--- config.mk ---
export PLATFORM = sky130hd
export DESIGN_NAME = pcp_top
export DESIGN_NICKNAME = d
export VERILOG_FILES = /design/src/include/pcp_pkg.sv /design/src/include/pcp_mc_if.sv /design/src/rtl/pcp_cell_bank.sv /design/src/rtl/pcp_top.sv
export SDC_FILE = /design/constraint.sdc
export NUM_CORES = 2
export LEC_CHECK = 0
export ABC_AREA = 1
export BUFFER_PORTS_ARGS = -buffer_cell sky130_fd_sc_hd__buf_2
export CORE_MARGIN = 10
export CORE_UTILIZATION = 40
export DETAILED_ROUTE_END_ITERATION = 6
export HOLD_SLACK_MARGIN = 0.05
export PLACE_DENSITY = 0.61
export SYNTH_ARGS = -nofsm -noshare
export SYNTH_HDL_FRONTEND = slang
export SYNTH_HIERARCHICAL = 1
export SYNTH_SLANG_ARGS = --single-unit
export TNS_END_PERCENT = 30
--- constraint.sdc ---
create_clock -name clk_in -period 5.05 [get_ports clk_in]
set_clock_uncertainty 0.15 [all_clocks]
set_input_delay 0.2525 -clock clk_in [delete_from_list [all_inputs] [get_ports clk_in]]
set_output_delay 0.2525 -clock clk_in [all_outputs]
set_load 0.01 [all_outputs]
--- src/include/pcp_pkg.sv ---
// shared constants and types of the config-protect-preload block
package pcp_pkg;
	// -----------------------------------------------------------------
	// register byte offsets
	// -----------------------------------------------------------------
	localparam logic [7:0] PCP_OFF_CTRL = 8'h00;
	localparam logic [7:0] PCP_OFF_STATUS = 8'h04;
	localparam logic [7:0] PCP_OFF_ARR_ADDR = 8'h08;
	localparam logic [7:0] PCP_OFF_ARR_DATA = 8'h0C;
	localparam logic [7:0] PCP_OFF_SIG_LO = 8'h10;
	localparam logic [7:0] PCP_OFF_SIG_HI = 8'h14;
	localparam logic [7:0] PCP_OFF_CSUM = 8'h18;
	localparam logic [7:0] PCP_OFF_PRELOAD = 8'h1C;
	localparam logic [7:0] PCP_OFF_STATE = 8'h20;
	// -----------------------------------------------------------------
	// field positions
	// -----------------------------------------------------------------
	localparam int PCP_CTRL_PROG_START = 0;
	localparam int PCP_CTRL_PROG_END = 1;
	localparam int PCP_CTRL_SECURE_SET = 2;
	localparam int PCP_CTRL_PRELOAD_GO = 3;
	localparam int PCP_ST_ERASING = 0;
	localparam int PCP_ST_OPEN = 1;
	localparam int PCP_ST_SECURE = 2;
	localparam int PCP_ST_REFUSED = 3;
	// -----------------------------------------------------------------
	// sizes and reset values
	// -----------------------------------------------------------------
	localparam int PCP_ARR_WORDS = 16;
	localparam int PCP_ADDR_W = 4;
	localparam int PCP_CELLS = 8;
	localparam int PCP_SIG_BITS = 64;
	localparam logic [PCP_ADDR_W-1:0] PCP_ERASE_LAST = 4'hF;
	localparam logic [31:0] PCP_WORD_RST = 32'h0000_0000;
	localparam logic [PCP_SIG_BITS-1:0] PCP_SIG_RST = 64'h0000_0000_0000_0000;
	localparam logic [PCP_CELLS-1:0] PCP_CELLS_RST = 8'h00;

	typedef enum logic [1:0] {
		PCP_LOCKED = 2'b00,
		PCP_ERASE = 2'b01,
		PCP_OPEN = 2'b10
	} pcp_state_t;
endpackage

--- src/include/pcp_mc_if.sv ---
// link between the control core and the registered-output bank
`timescale 1ns/1ns
interface pcp_mc_if;
	import pcp_pkg::*;
	logic ce;
	logic preload_valid;
	logic [PCP_CELLS-1:0] preload_value;
	logic [PCP_CELLS-1:0] and_mask;
	logic [PCP_CELLS-1:0] xor_mask;
	logic [PCP_CELLS-1:0] user_bits;
	logic [PCP_CELLS-1:0] cells;
	modport ctrl (
		output ce, preload_valid, preload_value, and_mask, xor_mask, user_bits,
		input cells
	);
	modport bank (
		input ce, preload_valid, preload_value, and_mask, xor_mask, user_bits,
		output cells
	);
endinterface

--- src/rtl/pcp_cell_bank.sv ---
// registered output cells with synchronous preload
`timescale 1ns/1ns
module pcp_cell_bank (
	input wire logic clk_in,
	input wire logic sys_rst_in,
	pcp_mc_if.bank mc
);
	import pcp_pkg::*;

	logic [PCP_CELLS-1:0] cells_q;
	logic [PCP_CELLS-1:0] cells_d;

	// -----------------------------------------------------------------
	// next state
	// -----------------------------------------------------------------
	always_comb begin
		cells_d = cells_q;
		if (mc.ce) begin
			// preload breaks the feedback path for one edge
			if (mc.preload_valid) begin
				cells_d = mc.preload_value;
			end else begin
				cells_d = (cells_q & mc.and_mask) ^ (mc.user_bits & mc.xor_mask);
			end
		end
	end

	always_ff @(posedge clk_in) begin
		if (sys_rst_in) begin
			cells_q <= PCP_CELLS_RST;
		end else begin
			cells_q <= cells_d;
		end
	end

	assign mc.cells = cells_q;

	// -----------------------------------------------------------------
	// checks
	// -----------------------------------------------------------------
	property p_preload_forces;
		@(posedge clk_in) disable iff (sys_rst_in)
		(mc.ce && mc.preload_valid) |=> (cells_q == $past(mc.preload_value));
	endproperty
	a_preload_forces: assert property (p_preload_forces)
		else $error("preload value not loaded into cells");
endmodule

--- src/rtl/pcp_top.sv ---
// config store, read protection, auto erase and preload behind an apb slave
//
// What this block does
// - 64-bit user signature, rewritable when programming
// - signature readable whether or not secured
// - checksum covers the signature contents
// - secured array refuses every functional read-back
// - security clears only through full reprogram
// - each programming cycle erases automatically first
// - preload forces each registered output synchronously
`timescale 1ns/1ns
module pcp_top (
	input wire logic clk_in,
	input wire logic sys_rst_in,
	input wire logic ce_in,
	input wire logic psel_in,
	input wire logic penable_in,
	input wire logic pwrite_in,
	input wire logic [7:0] paddr_in,
	input wire logic [31:0] pwdata_in,
	input wire logic [pcp_pkg::PCP_CELLS-1:0] user_in,
	output logic [31:0] prdata_out,
	output logic pready_out,
	output logic pslverr_out,
	output logic [pcp_pkg::PCP_CELLS-1:0] cells_out
);
	import pcp_pkg::*;

	localparam int ERASE_MAX = PCP_ARR_WORDS;

	pcp_state_t state_q, state_d;
	logic [31:0] arr_q [PCP_ARR_WORDS];
	logic [31:0] arr_d [PCP_ARR_WORDS];
	logic [PCP_SIG_BITS-1:0] sig_q, sig_d;
	logic [PCP_ADDR_W-1:0] addr_q, addr_d;
	logic [PCP_ADDR_W-1:0] erase_q, erase_d;
	logic [PCP_CELLS-1:0] pre_q, pre_d;
	logic secure_q, secure_d;
	logic refused_q, refused_d;
	logic pre_go_q, pre_go_d;
	logic [31:0] csum_q, csum_d;
	logic [31:0] prdata_q, prdata_d;
	logic pready_q, pready_d;
	logic pslverr_q, pslverr_d;
	logic acc_setup, acc_done, arr_we;

	pcp_mc_if mc ();

	pcp_cell_bank u_bank (
		.clk_in(clk_in),
		.sys_rst_in(sys_rst_in),
		.mc(mc)
	);

	assign mc.ce = ce_in;
	assign mc.preload_valid = pre_go_q;
	assign mc.preload_value = pre_q;
	assign mc.and_mask = arr_q[0][PCP_CELLS-1:0];
	assign mc.xor_mask = arr_q[1][PCP_CELLS-1:0];
	assign mc.user_bits = user_in;

	// one wait state: answer is prepared in the first access cycle
	assign acc_setup = ce_in && psel_in && penable_in && !pready_q;
	assign acc_done = ce_in && psel_in && penable_in && pready_q;

	// -----------------------------------------------------------------
	// register file, programming sequence and apb answer
	// -----------------------------------------------------------------
	always_comb begin
		state_d = state_q;
		arr_d = arr_q;
		sig_d = sig_q;
		addr_d = addr_q;
		erase_d = erase_q;
		pre_d = pre_q;
		secure_d = secure_q;
		refused_d = refused_q;
		pre_go_d = 1'b0;
		prdata_d = prdata_q;
		pready_d = pready_q;
		pslverr_d = pslverr_q;
		arr_we = 1'b0;
		// checksum spans array and signature
		csum_d = sig_q[31:0] + sig_q[63:32];
		for (int i = 0; i < PCP_ARR_WORDS; i++) begin
			csum_d = csum_d + arr_q[i];
		end
		if (!ce_in) begin
			pre_go_d = pre_go_q;
			csum_d = csum_q;
		end else begin
			if (state_q == PCP_ERASE) begin
				// erase walks the array one word per cycle
				arr_d[erase_q] = PCP_WORD_RST;
				arr_we = 1'b1;
				erase_d = erase_q + 1'b1;
				if (erase_q == PCP_ERASE_LAST) begin
					// protection drops only once nothing is left to expose
					secure_d = 1'b0;
					state_d = PCP_OPEN;
				end
			end
			if (acc_setup) begin
				pready_d = 1'b1;
				pslverr_d = 1'b0;
				prdata_d = 32'h0000_0000;
				case (paddr_in)
					PCP_OFF_CTRL: begin
						prdata_d = 32'h0000_0000;
					end
					PCP_OFF_STATUS: begin
						prdata_d[PCP_ST_ERASING] = (state_q == PCP_ERASE);
						prdata_d[PCP_ST_OPEN] = (state_q == PCP_OPEN);
						prdata_d[PCP_ST_SECURE] = secure_q;
						prdata_d[PCP_ST_REFUSED] = refused_q;
					end
					PCP_OFF_ARR_ADDR: begin
						prdata_d[PCP_ADDR_W-1:0] = addr_q;
					end
					PCP_OFF_ARR_DATA: begin
						if (pwrite_in) begin
							pslverr_d = (state_q != PCP_OPEN);
						end else if (secure_q) begin
							pslverr_d = 1'b1;
							refused_d = 1'b1;
						end else begin
							prdata_d = arr_q[addr_q];
						end
					end
					PCP_OFF_SIG_LO: begin
						pslverr_d = pwrite_in && (state_q != PCP_OPEN);
						prdata_d = sig_q[31:0];
					end
					PCP_OFF_SIG_HI: begin
						pslverr_d = pwrite_in && (state_q != PCP_OPEN);
						prdata_d = sig_q[63:32];
					end
					PCP_OFF_CSUM: begin
						pslverr_d = pwrite_in;
						prdata_d = csum_q;
					end
					PCP_OFF_PRELOAD: begin
						prdata_d[PCP_CELLS-1:0] = pre_q;
					end
					PCP_OFF_STATE: begin
						pslverr_d = pwrite_in;
						prdata_d[PCP_CELLS-1:0] = mc.cells;
					end
					default: begin
						pslverr_d = 1'b1;
					end
				endcase
			end
			if (acc_done) begin
				pready_d = 1'b0;
				if (pwrite_in && !pslverr_q) begin
					case (paddr_in)
						PCP_OFF_CTRL: begin
							if (pwdata_in[PCP_CTRL_PROG_START] && state_q != PCP_ERASE) begin
								// every programming cycle starts with an erase
								state_d = PCP_ERASE;
								erase_d = '0;
								sig_d = PCP_SIG_RST;
							end else if (pwdata_in[PCP_CTRL_PROG_END] && state_q == PCP_OPEN) begin
								state_d = PCP_LOCKED;
							end
							if (pwdata_in[PCP_CTRL_SECURE_SET] && state_q == PCP_OPEN) begin
								secure_d = 1'b1;
							end
							pre_go_d = pwdata_in[PCP_CTRL_PRELOAD_GO];
						end
						PCP_OFF_STATUS: begin
							// write one clears; a refusal in the same cycle wins
							if (pwdata_in[PCP_ST_REFUSED] && !refused_d) begin
								refused_d = 1'b0;
							end else if (pwdata_in[PCP_ST_REFUSED] && !(acc_setup && secure_q)) begin
								refused_d = 1'b0;
							end
						end
						PCP_OFF_ARR_ADDR: begin
							addr_d = pwdata_in[PCP_ADDR_W-1:0];
						end
						PCP_OFF_ARR_DATA: begin
							arr_d[addr_q] = pwdata_in;
							arr_we = 1'b1;
						end
						PCP_OFF_SIG_LO: begin
							sig_d[31:0] = pwdata_in;
						end
						PCP_OFF_SIG_HI: begin
							sig_d[63:32] = pwdata_in;
						end
						PCP_OFF_PRELOAD: begin
							pre_d = pwdata_in[PCP_CELLS-1:0];
						end
						default: begin
						end
					endcase
				end
			end
		end
	end

	always_ff @(posedge clk_in) begin
		if (sys_rst_in) begin
			state_q <= PCP_LOCKED;
			for (int i = 0; i < PCP_ARR_WORDS; i++) begin
				arr_q[i] <= PCP_WORD_RST;
			end
			sig_q <= PCP_SIG_RST;
			addr_q <= '0;
			erase_q <= '0;
			pre_q <= PCP_CELLS_RST;
			secure_q <= 1'b0;
			refused_q <= 1'b0;
			pre_go_q <= 1'b0;
			csum_q <= PCP_WORD_RST;
			prdata_q <= PCP_WORD_RST;
			pready_q <= 1'b0;
			pslverr_q <= 1'b0;
		end else begin
			state_q <= state_d;
			arr_q <= arr_d;
			sig_q <= sig_d;
			addr_q <= addr_d;
			erase_q <= erase_d;
			pre_q <= pre_d;
			secure_q <= secure_d;
			refused_q <= refused_d;
			pre_go_q <= pre_go_d;
			csum_q <= csum_d;
			prdata_q <= prdata_d;
			pready_q <= pready_d;
			pslverr_q <= pslverr_d;
		end
	end

	assign prdata_out = prdata_q;
	assign pready_out = pready_q;
	assign pslverr_out = pslverr_q;
	assign cells_out = mc.cells;

	// -----------------------------------------------------------------
	// checks
	// -----------------------------------------------------------------
	property p_sig_write;
		@(posedge clk_in) disable iff (sys_rst_in)
		(acc_done && pwrite_in && !pslverr_q && paddr_in == PCP_OFF_SIG_LO)
		|=> (sig_q[31:0] == $past(pwdata_in));
	endproperty
	a_sig_write: assert property (p_sig_write)
		else $error("signature low word not stored");

	property p_sig_readable;
		@(posedge clk_in) disable iff (sys_rst_in)
		(acc_setup && !pwrite_in && paddr_in == PCP_OFF_SIG_HI)
		|=> (pready_q && !pslverr_q && prdata_q == $past(sig_q[63:32]));
	endproperty
	a_sig_readable: assert property (p_sig_readable)
		else $error("signature read refused or wrong");

	property p_csum_follows_sig;
		@(posedge clk_in) disable iff (sys_rst_in)
		(ce_in && $changed(sig_q) && !$past(arr_we)) |=> (csum_q != $past(csum_q));
	endproperty
	a_csum_follows_sig: assert property (p_csum_follows_sig)
		else $error("checksum unchanged after signature change");

	property p_secure_refuses;
		@(posedge clk_in) disable iff (sys_rst_in)
		(acc_setup && !pwrite_in && secure_q && paddr_in == PCP_OFF_ARR_DATA)
		|=> (pready_q && pslverr_q && prdata_q == 32'h0000_0000 && refused_q);
	endproperty
	a_secure_refuses: assert property (p_secure_refuses)
		else $error("secured array read not refused");

	property p_secure_clear_via_erase;
		@(posedge clk_in) disable iff (sys_rst_in)
		$fell(secure_q) |-> ($past(state_q) == PCP_ERASE && $past(erase_q) == PCP_ERASE_LAST);
	endproperty
	a_secure_clear_via_erase: assert property (p_secure_clear_via_erase)
		else $error("security cleared outside a full erase");

	property p_auto_erase;
		@(posedge clk_in) disable iff (sys_rst_in)
		(acc_done && pwrite_in && !pslverr_q && paddr_in == PCP_OFF_CTRL
			&& pwdata_in[PCP_CTRL_PROG_START] && state_q != PCP_ERASE)
		|=> (state_q == PCP_ERASE) ##[1:ERASE_MAX] (state_q == PCP_OPEN && arr_q[0] == 32'h0000_0000);
	endproperty
	a_auto_erase: assert property (p_auto_erase)
		else $error("programming cycle did not erase");
endmodule

==> run summary <==
Die Wd: 351 µm
status: finished with violations
Placeable Area: 0.109 mm²
Post-layout nets: 6775
TritonCTS clock tree: yes
Initial Utilization: 40.2%
DRT iter0 DRCs: 4552
final std cells w/o fill: 7673
Setup-failing EPs final: 24
dpl ws: -593 ps
vias per cell: 5.36
Fill cells: 10610
Synth Flop Type: dfxtp_1
Final ANT Viol Nets: 0
DRC viols: 1
vias in the first global route: 40428
minimum clock period: 5370 ps
unrepaired setup endpoints after global routing: true
PD cells: 221 mW/mm²
final hold vios: 0
distinct cell type count after synthesis: 54
post-placement cell count: 7472
clock root cell: clkbuf_16
share of cells above drive strength 1: 16.9%
detailed-route via count: 41165
crit share post-route: 106%
fmax: 186 MHz
slew margin rel.: 15.3%
dpl hpwl: 116000 µm
FP Rows: 121
1st-pass router iterations: 7
GP Congestion: 0.965
Reg clk slew, reported paths: 60 ps
Critical Path AT: 5780 ps
#FFs+latches synth: 671
CP Capture Type: flop
crit path max fanout: 3
ANT cells: 0
CTS Buf Count: 79
WP data required: 5450 ps
pin count of the biggest net entering global routing: 190
DP Area: 0.0490 mm²
setup_tns: -5310 ps
Top Ports: 96
Hold WC Path Type: in -> reg
Static Leak: 0.0224 µW
Yosys warnings: 6
Die Y: 351 µm
failing checks: DRC, setup timing
fraction of registers with async set/reset: 0%
final setup margin: -325 ps
VDD IR max: 0.232 mV
Layout area overhead: 21.7%
Worst setup SP type: flop
slew at the pin with the worst max-slew slack: 1270 ps
GR Util All Layers: 27.8%
Syn Nets: 6341
Port Buf Inserts: 95
die area: 0.123 mm²
H-tree depth: 3
Avg WL per Cell: 22.6 µm
syn avg cell area: 7.59 µm²
Setup Crit Path Kind: reg -> reg
Post-Syn Area: 0.0437 mm²
first-pass GRT wire length: 258000 µm
sequential area share after synthesis: 30.7%
initial antenna violation count: 4
latest clock arrival within the worst-skew pair: 650 ps
max-slew violation count: 0
DRT Wirelength: 173000 µm
Max Cap Violations: 0
Num Clock Sinks: 671
number of flops mapped to enable cells by yosys: 0
commonest non-fill, non-tap cell in the layout: nand2_1
gate count of the mapped netlist: 5763
commonest cells after routing, fill and taps aside: nand2_1, inv_1, a21oi_1
Finished Cell Area: 0.0532 mm²
Max Root-Sink Buffers: 3
Congestion Overflow GR: 0
==> Yosys cell counts, types with 5 or more instances <==
cell type	instances	area share (%)
o22ai_1	130	1.9
o21bai_1	5	0.086
a21oi_1	692	7.9
clkbuf_1	201	1.7
a221oi_1	20	0.40
nor3_2	7	0.16
nand3_1	83	0.95
nor2_2	9	0.13
buf_1	19	0.16
nand2_1	1632	14
o21ai_1	14	0.16
xnor2_1	12	0.24
inv_2	14	0.12
inv_1	1049	9.0
nand4_1	34	0.49
clkinv_1	7	0.060
nor3_1	16	0.18
ha_1	41	1.2
dfxtp_1	671	31
o21ai_0	144	1.6
a22oi_1	104	1.8
o21a_1	5	0.086
a21o_1	6	0.10
buf_2	77	0.88
o31ai_1	8	0.14
fa_1	483	22
o221ai_1	26	0.52
xor2_1	19	0.38
nor2_1	181	1.6
==> per-stage QoR <==
step | hold slack, ps | utilization (%) | power [µW]
after floorplan | 250 | - | 5610
after global placement | 297 | 45.0 | 5750
after detailed placement | 303 | 45.0 | 5750
after CTS | 106 | 48.7 | 11800
after global routing | 165 | 49.0 | 12100
final | 135 | 49.0 | 11800
==> cells by family (layout without fill, tap and decap cells) <==
group                      after synthesis  in the layout  synth area share, %
and+or+nand+nor                       1983           1983                 18.1
buffers and inverters                 1379           1875                 12.2
AOI/OAI and AO/OA                     1175           1175                 15.1
DFF                                    671            671                 30.7
adders and majority gates              524            524                 23.3
xor gates and xnor gates                31             31                0.621
==> state kept, by name (all words and copies together) (netlist names) <==
register and count:
pready_out 1, state_q 2, secure_q 1, csum_q 32, prdata_out 32, arr_q 512
sig_q 64, pslverr_out 1, erase_q 4, u_bank/mc.cells 8, mc.preload_value 8, mc.preload_valid 1
refused_q 1, addr_q 4
==> final cells by class <==
class / instances / area, µm² / area share, %
inverter: 1072 / 4030 / 7.58
clock buffer: 117 / 2370 / 4.46
tap: 1414 / 1770 / 3.32
multi-input combinational: 3713 / 26300 / 49.3
timing repair buffer: 660 / 4990 / 9.37
sequential: 671 / 13500 / 25.3
clock inverter: 26 / 325 / 0.611
==> worst max-delay path, stage by stage (launching register included) <==
cell and delay [ps]:
dfxtp_2 350, inv_2 50, fa_1 500, fa_1 540, fa_1 520, inv_1 50
fa_1 560, fa_1 460, fa_1 590, inv_2 60, fa_2 410, o31ai_4 320
buf_6 170, a21oi_2 60, nand3b_1 190, nand3_1 110, nand3_1 70, nand2_1 90
inv_1 40
==> report_power, final <==
part           internal, µW  switching, µW
clock network          3610           2490
logic                  73.9            277
registers              5310           9.44
total                  8990           2770
==> timing repair <==
item / 4_1_cts / 5_1_grt
buffers inserted: 5 / 6
endpoints found under the setup margin: 26 / 26
cloned: 0 / 0
endpoints found under the hold margin: 238 / 0
resized for setup: 187 / 115
hold buffers: 48 / 0
pin swaps: 80 / 78
==> final timing paths <==
| kind | slack [ps] | to | from | cells past startpoint |
|---|---|---|---|---|
| max | -320 | csum_q[30]$_SDFFE_PP0P_ | arr_q[355]$_SDFFE_PP0P_ | 18 |
| min | 140 | arr_q[397]$_SDFFE_PP0P_ | paddr_in[5] | 8 |
| max reg2reg | -320 | csum_q[30]$_SDFFE_PP0P_ | arr_q[355]$_SDFFE_PP0P_ | 18 |
| min reg2reg | 310 | arr_q[16]$_SDFFE_PP0P_ | arr_q[16]$_SDFFE_PP0P_ | 2 |
==> routing by layer <==
layer / share of wire (%) / up-vias / GRT usage, %
li1: - / 18742 / -
met1: 40 / 19708 / 36.3
met2: 44 / 2187 / 43.7
met3: 10 / 522 / 5.36
met4: 6.2 / 6 / 14.4
met5: 0.018 / - / 0
No activity file was read; power rests on OpenSTA's default activity.
